**src/include/ppc_regs.vh**
```
/*
 * Constants for the clock-synthesis loop control port: register offsets, field
 * positions, reset values, setting ranges and loop tuning values.
 * Assumes it is included by its bare name from the design files.
 */
// Function
// - Loop enable is active high and works as enable and reset together.
// - Enable low forces every generated clock low and drops lock.
// - Enable returning high starts a fresh acquisition on the reference.
// - Counter reset high returns counters to initial values, clears outputs, drops lock.
// - Counter reset falling restarts acquisition and re-synchronises to the reference.
// - Phase detector enable low mutes up/down; oscillator and outputs keep running.
// - Switchover request high starts a manual change of reference input.
// - Lock indicator is high while locked and low while out of lock.
// - Lock indicator may pulse during acquisition; consumers must tolerate it.
// - Outputs a and b feed the global network; ext feeds network and pin.
// - Primary and secondary reference inputs; the chosen one feeds the pre-scaler.
// - Feedback multiplier and post-scale dividers accept settings one through 32.
// - Pre-scaler accepts one through four; outputs are input times m over n over C.
`ifndef PPC_REGS_VH
`define PPC_REGS_VH

`define PPC_ADDR_W          8
`define PPC_DATA_W          32

`define PPC_OFF_CTRL        8'h00
`define PPC_OFF_DIVIDE      8'h04
`define PPC_OFF_POST        8'h08
`define PPC_OFF_STATUS      8'h0C
`define PPC_OFF_LOCKCFG     8'h10

`define PPC_SET_W           6
`define PPC_PRE_W           3
`define PPC_PERIOD_W        12
`define PPC_LOCKCNT_W       8

`define PPC_CTRL_EXT_OE     0
`define PPC_DIV_PRE_LSB     0
`define PPC_DIV_MULT_LSB    8
`define PPC_POST_A_LSB      0
`define PPC_POST_B_LSB      8
`define PPC_POST_EXT_LSB    16
`define PPC_LOCKCFG_LSB     0

`define PPC_ST_LOCK         0
`define PPC_ST_REF          1
`define PPC_ST_UP           2
`define PPC_ST_DOWN         3
`define PPC_ST_ACQ          4
`define PPC_ST_ENABLE       5
`define PPC_ST_PERIOD_LSB   16

`define PPC_SET_MIN         6'h01
`define PPC_SET_MAX         6'h20
`define PPC_PRE_MIN         6'h01
`define PPC_PRE_MAX         6'h04

`define PPC_RST_CTRL_EXT_OE 1'h0
`define PPC_RST_PRE         3'h1
`define PPC_RST_MULT        6'h04
`define PPC_RST_POST        6'h01
`define PPC_RST_LOCK_GOOD   8'h10

`define PPC_PERIOD_INIT     12'h008
`define PPC_PERIOD_MIN      12'h001
`define PPC_PERIOD_MAX      12'hFFF

`endif

```
**src/hdl/ppc_div_cell.v**
```verilog
/*
 * One loop counter: counts input ticks, wraps after a programmable number of
 * them and toggles a level on every wrap. Used for the pre-scaler, the
 * feedback multiplier and the three post-scale dividers.
 * Assumes tick is a one-cycle pulse in the clk domain and div_value >= 1.
 */
`timescale 1ns/100ps
`include "ppc_regs.vh"

module ppc_div_cell (
    clk,
    rst_n,
    clear,
    tick,
    div_value,
    div_wrap,
    div_level
);
    input  wire                      clk;
    input  wire                      rst_n;
    input  wire                      clear;
    input  wire                      tick;
    input  wire [`PPC_SET_W-1:0]     div_value;
    output wire                      div_wrap;
    output reg                       div_level;

    reg  [`PPC_SET_W-2:0] count_reg;
    wire [`PPC_SET_W-1:0] last_value;

    assign last_value = div_value - `PPC_SET_MIN;
    assign div_wrap   = tick & ~clear & ({1'b0, count_reg} == last_value);

    always @(posedge clk or negedge rst_n) begin
        if (!rst_n) begin
            count_reg <= {(`PPC_SET_W-1){1'b0}};
            div_level <= 1'b0;
        end else if (clear) begin
            count_reg <= {(`PPC_SET_W-1){1'b0}};
            div_level <= 1'b0;
        end else if (div_wrap) begin
            count_reg <= {(`PPC_SET_W-1){1'b0}};
            div_level <= ~div_level;
        end else if (tick) begin
            count_reg <= count_reg + 1'b1;
        end
    end

endmodule // ppc_div_cell

```
**src/hdl/ppc_pll_port_control.v**
```verilog
/*
 * Control and status port of a digital model of the clock-synthesis loop:
 * loop enable, counter reset, phase detector enable, manual switchover,
 * lock indicator, the three post-scale outputs and the external clock pin,
 * plus a small register port for the divider settings and loop status.
 * Assumes all inputs, the reference inputs among them, are synchronous to clk
 * and that clk runs well above twice the reference frequency.
 */
// Design decisions made here: the placing of the registers and the plain strobed port.
`timescale 1ns/100ps
`include "ppc_regs.vh"

module ppc_pll_port_control #(
    parameter NUM_POST = 3
) (
    clk,
    rst_n,
    reg_addr,
    reg_wdata,
    reg_wr,
    reg_rd,
    reg_rdata,
    ref_clk_primary,
    ref_clk_secondary,
    loop_enable,
    counter_reset,
    phase_det_enable,
    switchover_req,
    post_scale_out_a,
    post_scale_out_b,
    post_scale_out_ext,
    ext_clk_pin_out,
    ext_clk_pin_oe,
    lock_indicator,
    phase_detector_up,
    phase_detector_down,
    active_ref_secondary
);
    input  wire                   clk;
    input  wire                   rst_n;
    input  wire [`PPC_ADDR_W-1:0] reg_addr;
    input  wire [`PPC_DATA_W-1:0] reg_wdata;
    input  wire                   reg_wr;
    input  wire                   reg_rd;
    output reg  [`PPC_DATA_W-1:0] reg_rdata;
    input  wire                   ref_clk_primary;
    input  wire                   ref_clk_secondary;
    input  wire                   loop_enable;
    input  wire                   counter_reset;
    input  wire                   phase_det_enable;
    input  wire                   switchover_req;
    output wire                   post_scale_out_a;
    output wire                   post_scale_out_b;
    output wire                   post_scale_out_ext;
    output wire                   ext_clk_pin_out;
    output wire                   ext_clk_pin_oe;
    output wire                   lock_indicator;
    output wire                   phase_detector_up;
    output wire                   phase_detector_down;
    output wire                   active_ref_secondary;

    // Settings are clamped into their legal range on write, so the counters
    // never see a zero or oversized divide value.
    function [`PPC_SET_W-1:0] ppc_clamp;
        input [`PPC_SET_W-1:0] value;
        input [`PPC_SET_W-1:0] lo;
        input [`PPC_SET_W-1:0] hi;
        begin
            if (value < lo) begin
                ppc_clamp = lo;
            end else if (value > hi) begin
                ppc_clamp = hi;
            end else begin
                ppc_clamp = value;
            end
        end
    endfunction

    // Register file.
    reg                         ext_oe_reg;
    reg  [`PPC_PRE_W-1:0]       pre_scale_reg;
    reg  [`PPC_SET_W-1:0]       mult_reg;
    reg  [`PPC_SET_W-1:0]       post_a_reg;
    reg  [`PPC_SET_W-1:0]       post_b_reg;
    reg  [`PPC_SET_W-1:0]       post_ext_reg;
    reg  [`PPC_LOCKCNT_W-1:0]   lock_good_reg;
    reg  [`PPC_DATA_W-1:0]      read_next;
    wire [`PPC_SET_W-1:0]       pre_clamped;

    // Control input tracking and reference selection.
    reg                         switch_prev_reg;
    reg                         active_ref_reg;
    reg                         ref_prev_reg;
    wire                        switch_pulse;
    wire                        loop_hold;
    wire                        ref_sel;
    wire                        ref_rise;

    // Oscillator model.
    reg  [`PPC_PERIOD_W-1:0]    osc_period_reg;
    reg  [`PPC_PERIOD_W-1:0]    osc_cnt_reg;
    reg                         osc_level_reg;
    wire                        osc_half;
    wire                        osc_rise;

    // Phase detector and lock detector.
    reg  [1:0]                  fb_seen_reg;
    reg                         cmp_armed_reg;
    reg                         pd_up_reg;
    reg                         pd_down_reg;
    reg  [`PPC_LOCKCNT_W-1:0]   lock_cnt_reg;
    reg                         locked_reg;
    wire                        ref_tick;
    wire                        fb_tick;
    wire                        cmp_slow;
    wire                        cmp_fast;
    wire                        cmp_valid;

    wire [NUM_POST*`PPC_SET_W-1:0] post_bus;
    wire [NUM_POST-1:0]            post_level;
    assign pre_clamped = ppc_clamp({3'h0, reg_wdata[`PPC_DIV_PRE_LSB +: `PPC_PRE_W]},
                                   `PPC_PRE_MIN, `PPC_PRE_MAX);

    always @(posedge clk or negedge rst_n) begin
        if (!rst_n) begin
            ext_oe_reg    <= `PPC_RST_CTRL_EXT_OE;
            pre_scale_reg <= `PPC_RST_PRE;
            mult_reg      <= `PPC_RST_MULT;
            post_a_reg    <= `PPC_RST_POST;
            post_b_reg    <= `PPC_RST_POST;
            post_ext_reg  <= `PPC_RST_POST;
            lock_good_reg <= `PPC_RST_LOCK_GOOD;
        end else if (reg_wr) begin
            case (reg_addr)
                `PPC_OFF_CTRL: begin
                    ext_oe_reg <= reg_wdata[`PPC_CTRL_EXT_OE];
                end
                `PPC_OFF_DIVIDE: begin
                    pre_scale_reg <= pre_clamped[`PPC_PRE_W-1:0];
                    mult_reg      <= ppc_clamp(reg_wdata[`PPC_DIV_MULT_LSB +: `PPC_SET_W],
                                               `PPC_SET_MIN, `PPC_SET_MAX);
                end
                `PPC_OFF_POST: begin
                    post_a_reg   <= ppc_clamp(reg_wdata[`PPC_POST_A_LSB +: `PPC_SET_W],
                                              `PPC_SET_MIN, `PPC_SET_MAX);
                    post_b_reg   <= ppc_clamp(reg_wdata[`PPC_POST_B_LSB +: `PPC_SET_W],
                                              `PPC_SET_MIN, `PPC_SET_MAX);
                    post_ext_reg <= ppc_clamp(reg_wdata[`PPC_POST_EXT_LSB +: `PPC_SET_W],
                                              `PPC_SET_MIN, `PPC_SET_MAX);
                end
                `PPC_OFF_LOCKCFG: begin
                    lock_good_reg <= reg_wdata[`PPC_LOCKCFG_LSB +: `PPC_LOCKCNT_W];
                end
                default: lock_good_reg <= lock_good_reg;
            endcase
        end
    end

    always @* begin
        read_next = {`PPC_DATA_W{1'b0}};
        case (reg_addr)
            `PPC_OFF_CTRL: begin
                read_next[`PPC_CTRL_EXT_OE] = ext_oe_reg;
            end
            `PPC_OFF_DIVIDE: begin
                read_next[`PPC_DIV_PRE_LSB +: `PPC_PRE_W]  = pre_scale_reg;
                read_next[`PPC_DIV_MULT_LSB +: `PPC_SET_W] = mult_reg;
            end
            `PPC_OFF_POST: begin
                read_next[`PPC_POST_A_LSB +: `PPC_SET_W]   = post_a_reg;
                read_next[`PPC_POST_B_LSB +: `PPC_SET_W]   = post_b_reg;
                read_next[`PPC_POST_EXT_LSB +: `PPC_SET_W] = post_ext_reg;
            end
            `PPC_OFF_STATUS: begin
                read_next[`PPC_ST_LOCK]   = locked_reg;
                read_next[`PPC_ST_REF]    = active_ref_reg;
                read_next[`PPC_ST_UP]     = pd_up_reg;
                read_next[`PPC_ST_DOWN]   = pd_down_reg;
                read_next[`PPC_ST_ACQ]    = loop_enable & ~locked_reg;
                read_next[`PPC_ST_ENABLE] = loop_enable;
                read_next[`PPC_ST_PERIOD_LSB +: `PPC_PERIOD_W] = osc_period_reg;
            end
            `PPC_OFF_LOCKCFG: begin
                read_next[`PPC_LOCKCFG_LSB +: `PPC_LOCKCNT_W] = lock_good_reg;
            end
            default: begin
                read_next = {`PPC_DATA_W{1'b0}};
            end
        endcase
    end

    // Read data stand only in the cycle after the strobe and are zero otherwise.
    always @(posedge clk or negedge rst_n) begin
        if (!rst_n) begin
            reg_rdata <= {`PPC_DATA_W{1'b0}};
        end else if (reg_rd) begin
            reg_rdata <= read_next;
        end else begin
            reg_rdata <= {`PPC_DATA_W{1'b0}};
        end
    end

    // A switchover is a restart on the other reference, so it joins the hold
    // term for one cycle and every loop counter starts again from zero.
    assign switch_pulse = switchover_req & ~switch_prev_reg & loop_enable;
    assign loop_hold    = ~loop_enable | counter_reset | switch_pulse;

    always @(posedge clk or negedge rst_n) begin
        if (!rst_n) begin
            switch_prev_reg <= 1'b0;
            active_ref_reg  <= 1'b0;
        end else begin
            switch_prev_reg <= switchover_req;
            if (switch_pulse) begin
                active_ref_reg <= ~active_ref_reg;
            end
        end
    end

    // Only the two reference pins reach the pre-scaler; the reference edge is
    // found by sampling, which is why clk must be much faster than it.
    assign ref_sel  = active_ref_reg ? ref_clk_secondary : ref_clk_primary;
    assign ref_rise = ref_sel & ~ref_prev_reg & ~loop_hold;

    // Holding the previous sample high during a hold keeps a reference that is
    // already high from looking like a fresh edge after the restart.
    always @(posedge clk or negedge rst_n) begin
        if (!rst_n) begin
            ref_prev_reg <= 1'b1;
        end else if (loop_hold) begin
            ref_prev_reg <= 1'b1;
        end else begin
            ref_prev_reg <= ref_sel;
        end
    end

    // The oscillator is a programmable half-period counter. It stops only with
    // the loop enable; counter reset and a muted detector leave it running.
    // Comparing with >= keeps a period cut below the count from wrapping it.
    assign osc_half = loop_enable & (osc_cnt_reg >= osc_period_reg - `PPC_PERIOD_MIN);
    assign osc_rise = osc_half & ~osc_level_reg;

    always @(posedge clk or negedge rst_n) begin
        if (!rst_n) begin
            osc_cnt_reg   <= {`PPC_PERIOD_W{1'b0}};
            osc_level_reg <= 1'b0;
        end else if (!loop_enable) begin
            osc_cnt_reg   <= {`PPC_PERIOD_W{1'b0}};
            osc_level_reg <= 1'b0;
        end else if (osc_half) begin
            osc_cnt_reg   <= {`PPC_PERIOD_W{1'b0}};
            osc_level_reg <= ~osc_level_reg;
        end else begin
            osc_cnt_reg   <= osc_cnt_reg + 1'b1;
        end
    end

    // Up shortens the half period (faster), down lengthens it.
    always @(posedge clk or negedge rst_n) begin
        if (!rst_n) begin
            osc_period_reg <= `PPC_PERIOD_INIT;
        end else if (!loop_enable) begin
            osc_period_reg <= `PPC_PERIOD_INIT;
        end else if (pd_up_reg && osc_period_reg > `PPC_PERIOD_MIN) begin
            osc_period_reg <= osc_period_reg - 1'b1;
        end else if (pd_down_reg && osc_period_reg < `PPC_PERIOD_MAX) begin
            osc_period_reg <= osc_period_reg + 1'b1;
        end
    end

    ppc_div_cell u_pre_scale (
        .clk       (clk),
        .rst_n     (rst_n),
        .clear     (loop_hold),
        .tick      (ref_rise),
        .div_value ({3'h0, pre_scale_reg}),
        .div_wrap  (ref_tick),
        .div_level ()
    );

    ppc_div_cell u_feedback (
        .clk       (clk),
        .rst_n     (rst_n),
        .clear     (loop_hold),
        .tick      (osc_rise),
        .div_value (mult_reg),
        .div_wrap  (fb_tick),
        .div_level ()
    );

    assign post_bus = {post_ext_reg, post_b_reg, post_a_reg};

    // Each post-scale divider counts oscillator half periods, so a setting of
    // C gives one output period per C oscillator periods.
    genvar gi;
    generate
        for (gi = 0; gi < NUM_POST; gi = gi + 1) begin : g_post
            ppc_div_cell u_post (
                .clk       (clk),
                .rst_n     (rst_n),
                .clear     (loop_hold),
                .tick      (osc_half),
                .div_value (post_bus[gi*`PPC_SET_W +: `PPC_SET_W]),
                .div_wrap  (),
                .div_level (post_level[gi])
            );
        end
    endgenerate

    // The detector checks that exactly one feedback edge fell in each
    // pre-scaled reference period. The first reference tick after a restart
    // only opens the window, since nothing before it is trustworthy.
    assign cmp_valid = ref_tick & cmp_armed_reg;
    assign cmp_slow  = (fb_seen_reg == 2'h0);
    assign cmp_fast  = (fb_seen_reg >= 2'h2);

    always @(posedge clk or negedge rst_n) begin
        if (!rst_n) begin
            fb_seen_reg   <= 2'h0;
            cmp_armed_reg <= 1'b0;
        end else if (loop_hold) begin
            fb_seen_reg   <= 2'h0;
            cmp_armed_reg <= 1'b0;
        end else if (ref_tick) begin
            fb_seen_reg   <= {1'b0, fb_tick};
            cmp_armed_reg <= 1'b1;
        end else if (fb_tick && fb_seen_reg != 2'h3) begin
            fb_seen_reg   <= fb_seen_reg + 2'h1;
        end
    end

    always @(posedge clk or negedge rst_n) begin
        if (!rst_n) begin
            pd_up_reg   <= 1'b0;
            pd_down_reg <= 1'b0;
        end else begin
            pd_up_reg   <= cmp_valid & cmp_slow & phase_det_enable & ~loop_hold;
            pd_down_reg <= cmp_valid & cmp_fast & phase_det_enable & ~loop_hold;
        end
    end

    // Lock needs a run of good windows; any bad window drops it at once, so the
    // indicator can chatter while the loop settles.
    always @(posedge clk or negedge rst_n) begin
        if (!rst_n) begin
            lock_cnt_reg <= {`PPC_LOCKCNT_W{1'b0}};
            locked_reg   <= 1'b0;
        end else if (loop_hold) begin
            lock_cnt_reg <= {`PPC_LOCKCNT_W{1'b0}};
            locked_reg   <= 1'b0;
        end else if (cmp_valid) begin
            if (cmp_slow || cmp_fast) begin
                lock_cnt_reg <= {`PPC_LOCKCNT_W{1'b0}};
                locked_reg   <= 1'b0;
            end else if (lock_cnt_reg >= lock_good_reg) begin
                locked_reg   <= 1'b1;
            end else begin
                lock_cnt_reg <= lock_cnt_reg + 1'b1;
            end
        end
    end

    assign post_scale_out_a     = post_level[0];
    assign post_scale_out_b     = post_level[1];
    assign post_scale_out_ext   = post_level[2];
    assign ext_clk_pin_out      = post_level[2];
    assign ext_clk_pin_oe       = ext_oe_reg;
    assign lock_indicator       = locked_reg;
    assign phase_detector_up    = pd_up_reg;
    assign phase_detector_down  = pd_down_reg;
    assign active_ref_secondary = active_ref_reg;

endmodule // ppc_pll_port_control

```
**config.mk**
```make
export PLATFORM = sky130hd
export DESIGN_NAME = ppc_pll_port_control
export DESIGN_NICKNAME = d
export VERILOG_FILES = /design/src/hdl/ppc_div_cell.v /design/src/hdl/ppc_pll_port_control.v
export VERILOG_INCLUDE_DIRS = /design/src /design/src/include
export SDC_FILE = /design/constraint.sdc
export NUM_CORES = 1
export LEC_CHECK = 0
export BUFFER_PORTS_ARGS = -buffer_cell sky130_fd_sc_hd__buf_2
export CAP_MARGIN = 25
export CORE_MARGIN = 4
export CORE_UTILIZATION = 40
export CTS_BUF_LIST = sky130_fd_sc_hd__clkbuf_4
export DETAILED_ROUTE_END_ITERATION = 8
export PLACE_DENSITY = 0.68
export RECOVER_POWER = 25
export SLEW_MARGIN = 10
export SYNTH_ARGS = -nofsm -noshare
export SYNTH_HDL_FRONTEND = slang
export SYNTH_SLANG_ARGS = --single-unit
```
**constraint.sdc**
```tcl
create_clock -name clk -period 4.4 [get_ports clk]
set_clock_uncertainty 0.2 [all_clocks]
set_input_delay 0.22 -clock clk [delete_from_list [all_inputs] [get_ports clk]]
set_output_delay 0.22 -clock clk [all_outputs]
set_load 0.005 [all_outputs]
```
==> results of run 1 <==
==> Yosys cell counts (3+ instances only) <==
cell type  instances
buf_4             10
mux2i_1            7
and4_1             3
a211oi_1           4
o211ai_1           7
nor3b_1            4
mux2_2            14
o41ai_1            5
xor2_1            28
o2111ai_1          3
nand3_1           50
a222oi_1           4
or3_1              6
o21a_1             3
nor2b_1           19
nor4_1             9
buf_2             14
a21o_1             6
nand4b_1           3
nor3_1            11
nand3b_1           8
a21oi_1           20
nor2_1            41
o21ai_0           43
a31oi_1            9
nor4bb_1           3
xnor2_1           28
nand2b_1          26
inv_1             30
and3b_1            4
dfstp_2            8
nand4_1           17
clkbuf_1          20
o31ai_1           10
dfrtp_1          124
nand2_1           72
and3_1            31
ha_1              39
and2_1             8
a22oi_1           14
a32oi_1            5
==> cell type report <==
cell class / count / area, sq um
clock buffers: 20 / 150.1
repair buffers: 123 / 844.6
clock inverters: 12 / 66.31
flip-flops and latches: 132 / 3313
fillers: 1839 / 9950
multi-input cells: 607 / 4129
diodes: 1 / 2.502
inverters: 30 / 112.6
well taps: 260 / 325.3
==> per-stage QoR <==
stage               hold WS [ns]  TNS (ns)  area, sq um  power, mW  util [%]
floorplan                -0.2756         0         7795      1.382         -
global placement          0.1418         0         8305      1.467     43.96
detailed placement        0.1434         0         8305      1.472     43.96
CTS                      0.03752         0         8932      2.179     47.28
global route             0.08310  -0.03147         8944      2.268     47.34
finish                   0.09302         0         8944      2.153     47.34
==> routing by layer <==
layer	share of wire (%)	up-vias	track usage, %	wire length, um
li1	-	3105	-	-
met1	48	3058	24.33	8772
met2	47	170	27.72	8644
met3	4.5	14	3.771	836
met4	1.0	0	4.473	186
met5	0	-	0	0
==> worst max-delay path, stage by stage (launching register included) <==
cell	delay, ns
dfrtp_1	0.46
inv_1	0.10
ha_1	0.21
or3b_2	0.51
nor4b_2	0.39
nand2_1	0.12
xor2_1	0.17
ha_1	0.31
nand4_1	0.12
a211oi_1	0.21
nand4b_1	0.17
and2_1	0.19
buf_4	0.20
or4b_1	0.51
a31oi_1	0.17
==> power groups by stage <==
stage / Combinational (mW) / Clock, mW / Sequential (mW)
after floorplan: 0.105 / 0 / 1.28
after global placement: 0.176 / 0 / 1.29
after detailed placement: 0.180 / 0 / 1.29
after CTS: 0.207 / 0.704 / 1.27
after global routing: 0.234 / 0.761 / 1.27
final: 0.207 / 0.677 / 1.27
==> placed cells by master, fill, tap and decap left out, types with 10 or more instances in the layout <==
cell type	netlist	layout
nand2b_1	26	26
ha_1	39	39
nor3_1	11	11
o21ai_0	43	43
nand4_1	17	17
nor2b_1	19	19
inv_1	30	30
clkbuf_4	0	20
buf_2	14	53
nand2_1	72	72
xnor2_1	28	28
and3_1	31	31
a22oi_1	14	14
dfrtp_1	124	124
a21oi_1	20	20
nor2_1	41	41
mux2_2	14	14
xor2_1	28	28
clkbuf_1	20	19
dlygate4sd3_1	0	42
o31ai_1	10	10
nand3_1	50	50
==> timing repair <==
item / CTS / global route
resized for setup: 0 / 1
hold buffers: 41 / 1
endpoints found under the hold margin: 175 / 38
setup endpoints to repair: 0 / 14
==> cell families (layout without fill, tap and decap cells) <==
group,count (synthesis),count (layout),synth area share (%)
multiplexers,23,23,3.315
adder cells (fa/ha/maj),39,39,6.275
AND/OR/NAND/NOR,332,332,23.56
flip-flops,132,132,42.61
buffers and inverters,77,185,4.618
other,1,7,0.04822
AO/OA/AOI/OAI,150,150,12.98
XOR/XNOR,57,57,6.597
==> worst paths after layout <==
check / from / endpoint / slack [ns] / cells after the start
worst max-delay path: osc_period_reg[1]$_DFFE_PN0P_ / g_post[2].u_post.count_reg[3]$_DFFE_PN0P_ / 0.30 / 14
worst min-delay path: counter_reset / g_post[2].u_post.count_reg[1]$_DFFE_PN0P_ / 0.09 / 5
worst max register to register: osc_period_reg[1]$_DFFE_PN0P_ / g_post[2].u_post.count_reg[3]$_DFFE_PN0P_ / 0.30 / 14
worst min register to register: cmp_armed_reg$_DFFE_PN0P_ / cmp_armed_reg$_DFFE_PN0P_ / 0.33 / 2
max in group asynchronous: rst_n / mult_reg[2]$_DFFE_PN1P_ / 1.13 / 5
min in group asynchronous: rst_n / post_ext_reg[2]$_DFFE_PN0P_ / 1.25 / 3
==> impl_metrics.toml, run 1 <==
[synth]
avgSynthCellArea_sq_um = 9.588
synth-seq-area-share_pct = 42.61
synth.top_cell.area_share_pct = 39.90
ys_ff_latch = 132
yosys.area.top_type = "dfrtp_1"
synth_flop_cell = "dfrtp_1"
synth_edf_count = 0
yosys-top-cells-area = "dfrtp_1, ha_1, nand2_1, nand3_1, xnor2_1"
yosysUniqueCellTypes = 72
synth.cell_area_sq_mm = 0.007776
yosysWarnings = 0
async_flop_share_pct = 100.0
synthCells = 811

[hold_path]
hold_path.class = "in2reg"

[power]
clockPowerShare_pct = 31.4
p_leak_nw = 3.991
seqPwrFrac_pct = 58.9
powerDensity_mw_per_mm2 = 240.7
power_frac_comb_pct = 9.6
ir_worst_vdd_v = 0.0001334
switching_share_pct = 27.55
switchingPower_mw = 0.5931
internal_power_mw = 1.560

[final_layout]
largest_reg_flops = 26
final_nets = 1000
final_cells = 1185
area_growth_pct = 15.01
drive_gt1_share_pct = 13.53

[sta]
setup_ws_ns = 0.2976
max_freq_mhz = 243.8
drv_slew = 42
finalSetupViolCount = 0
min_period_ns = 4.102
hold_violations = 0
min_period_over_period_pct = 93.24
tightestPinTransition_ns = 2.273
relSlewSlack_pct = -51.51
rsz0062_at_grt = "yes"

[job]
max_cap_viol_count = 1

[clock_tree]
clkTransAtPathRegs_ns = 0.13
numCtsBuffers = 17
cts_tree = "done"
cts_setup_buffers = 0
htree_num_levels = 4
cts-root-buf = "clkbuf_4"
max-clock-path-buffers = 2
cts_sinks = 132
clk_latency_ns = 0.54

[place]
place_inst = 1109
port_buffers = 72
finalWeightedCongestion = 0.8201
place_ws_ns = 0.2116
hpwlAfterDp_um = 12790

[global_routing]
grt_first_pass_wirelength_um = 31090
antenna_found_initial = 1
overflow = 0
grt_pass1_vias = 6204
grt_max_degree = 105
grt_use_total_pct = 17.42

[outcome]
status = "finished with violations"
violations = "max-capacitance violations, max-slew violations"

[routing]
vias = 6347
wl_um = 18440
firstDrtPassIters = 5
vias_per_cell = 5.356
ant_nets = 0
first_iter_violations = 432
routedWlPerCell_um = 15.56
drc = 0

[floorplanning]
dieArea_sq_mm = 0.02174
die_y_um = 147.4
num_rows = 50
dieWidth_um = 147.4
start_util_pct = 41.16
ios = 91
core_region_area_sq_mm = 0.01889

[worst_setup_path]
start_kind = "register"
cp.required_ns = 4.66
arrival_ns = 4.36
endpoint_kind = "register"
cp_max_fo = 22
worstSetupPathType = "reg2reg"
No activity file was read; power rests on OpenSTA's default activity.
==> run 2, diff against run 1 <==
- CTS_BUF_LIST: sky130_fd_sc_hd__clkbuf_4 -> unset
==> run 2 against run 1 <==
Compared with the run above: the flow still finishes with violations (max-capacitance violations, max-slew violations); global-route usage rose by 0.070 points; maximum frequency barely moved; utilization rose by 1.2 points; setup slack got worse by 0.0021 ns; sequential share of layout area fell by 0.93 points; non-clock buffer count fell by 12; worst hold slack got worse by 0.065 ns; count of clock-buffer cells in the layout rose by 4; design area rose by 2.6%; first-iteration DRC count fell by 0.46%; wire length rose by 0.28%; die area did not move; critical endpoint is now g_post[1].u_post.count_reg[3]$_DFFE_PN0P_; highest routed layer unchanged.
==> impl_metrics.toml, run 2 (synthesis gave the netlist of run 1 again) <==
[routing]
firstDrtPassIters = 5
first_iter_violations = 430
wl_um = 18490
vias = 6303
ant_nets = 0
drc = 0
routedWlPerCell_um = 15.78
vias_per_cell = 5.378

[clock_tree]
numCtsBuffers = 17
cts-root-buf = "clkbuf_16"
clkTransAtPathRegs_ns = 0.06
cts_sinks = 132
max-clock-path-buffers = 2
cts_tree = "done"
cts_setup_buffers = 0
htree_num_levels = 4
clk_latency_ns = 0.43

[global_routing]
grt_first_pass_wirelength_um = 31010
grt_pass1_vias = 6205
overflow = 0
antenna_found_initial = 0
grt_use_total_pct = 17.49
grt_max_degree = 105

[sta]
max_freq_mhz = 243.6
rsz0062_at_grt = "yes"
drv_slew = 42
finalSetupViolCount = 0
tightestPinTransition_ns = 2.272
tns_ns = 0
setup_ws_ns = 0.2954
min_period_over_period_pct = 93.29
hold_violations = 0
final.hold.worst_slack_ns = 0.02752
min_period_ns = 4.105
relSlewSlack_pct = -51.47

[outcome]
violations = "max-capacitance violations, max-slew violations"
status = "finished with violations"

[power]
p_leak_nw = 4.168
power_mw = 2.767
clockPowerShare_pct = 46.7
power_frac_comb_pct = 7.4
seqPwrFrac_pct = 45.9
switchingPower_mw = 0.6637
powerDensity_mw_per_mm2 = 301.6
switching_share_pct = 23.99
ir_worst_vdd_v = 0.0002666
internal_power_mw = 2.103

[worst_setup_path]
cp_max_fo = 22
cp.required_ns = 4.54
reg2regPathDepth = 14
endpoint_kind = "register"
reg2reg_from = "osc_period_reg[1]$_DFFE_PN0P_"
start_kind = "register"
startpoint = "osc_period_reg[1]$_DFFE_PN0P_"
worstSetupPathType = "reg2reg"
arrival_ns = 4.25

[final_layout]
final_nets = 988
final_util_pct = 48.56
area_growth_pct = 17.97
fin_area_sq_mm = 0.009174
final_cells = 1172
final_common_cell = "dfrtp_1"
layout_common_cells = "dfrtp_1, nand2_1, buf_2"
largest_reg_flops = 26
drive_gt1_share_pct = 15.90
antenna_cells = 0

[place]
place_ws_ns = 0.2116
place_area_sq_mm = 0.008305
finalWeightedCongestion = 0.8201
place_inst = 1109
hpwlAfterDp_um = 12790
port_buffers = 72

[hold_path]
holdPathStages = 4
hold_path.class = "in2reg"
hold_start = "reg_addr[6]"

[floorplanning]
core_region_area_sq_mm = 0.01889
num_rows = 50
die_y_um = 147.4
dieWidth_um = 147.4
dieArea_sq_mm = 0.02174
start_util_pct = 41.16
ios = 91

[job]
max_cap_viol_count = 1
[run 2: cell type report]
cell class / count / area [sq um]
Timing Repair Buffer: 111 / 747.0
Multi-Input combinational cell: 607 / 4133
Inverter: 30 / 112.6
Clock buffer: 24 / 491.7
Tap cell: 260 / 325.3
Clock inverter: 8 / 51.30
Sequential cell: 132 / 3313
Fill cell: 1790 / 9719
[run 2: critical path: stages (launching register included)]
cell and delay (ns):
dfrtp_1 0.44, inv_1 0.10, ha_1 0.21, or3b_2 0.51
nor4b_2 0.39, nand2_1 0.12, xor2_1 0.17, ha_1 0.31
nand4_1 0.12, a211oi_1 0.21, nand4b_1 0.18, and2_1 0.19
buf_4 0.20, or4b_1 0.51, a31oi_1 0.17
[run 2: what timing repair did]
action / 4_1_cts / 5_1_grt
hold buffers: 30 / 0
gates resized for setup: 0 / 1
hold endpoints to repair: 135 / 0
setup endpoints to repair: 0 / 13
[run 2: routing by layer]
layer	global-route usage [%]	wire, um	vias to the layer above
met3	4.169	855	18
met1	24.23	8672	3066
met4	4.846	233	0
li1	-	-	3081
met5	0	0	-
met2	27.60	8730	138
[run 2: power by group through the flow]
stage | registers, mW | clock network, mW | logic [mW]
after global placement | 1.29 | 0 | 0.176
after detailed placement | 1.29 | 0 | 0.180
final | 1.27 | 1.29 | 0.204
after CTS | 1.27 | 1.32 | 0.203
after floorplan | 1.28 | 0 | 0.105
after global routing | 1.27 | 1.38 | 0.230
[run 2: final timing paths]
kind / endpoint / slack (ns)
setup reg to reg: g_post[1].u_post.count_reg[3]$_DFFE_PN0P_ / 0.30
hold reg to reg: cmp_armed_reg$_DFFE_PN0P_ / 0.32
setup / recovery: g_post[1].u_post.count_reg[3]$_DFFE_PN0P_ / 0.30
min in group asynchronous: post_ext_reg[2]$_DFFE_PN0P_ / 0.83
max in group asynchronous: mult_reg[2]$_DFFE_PN1P_ / 1.56
hold / removal: reg_rdata[1]$_DFF_PN0_ / 0.03
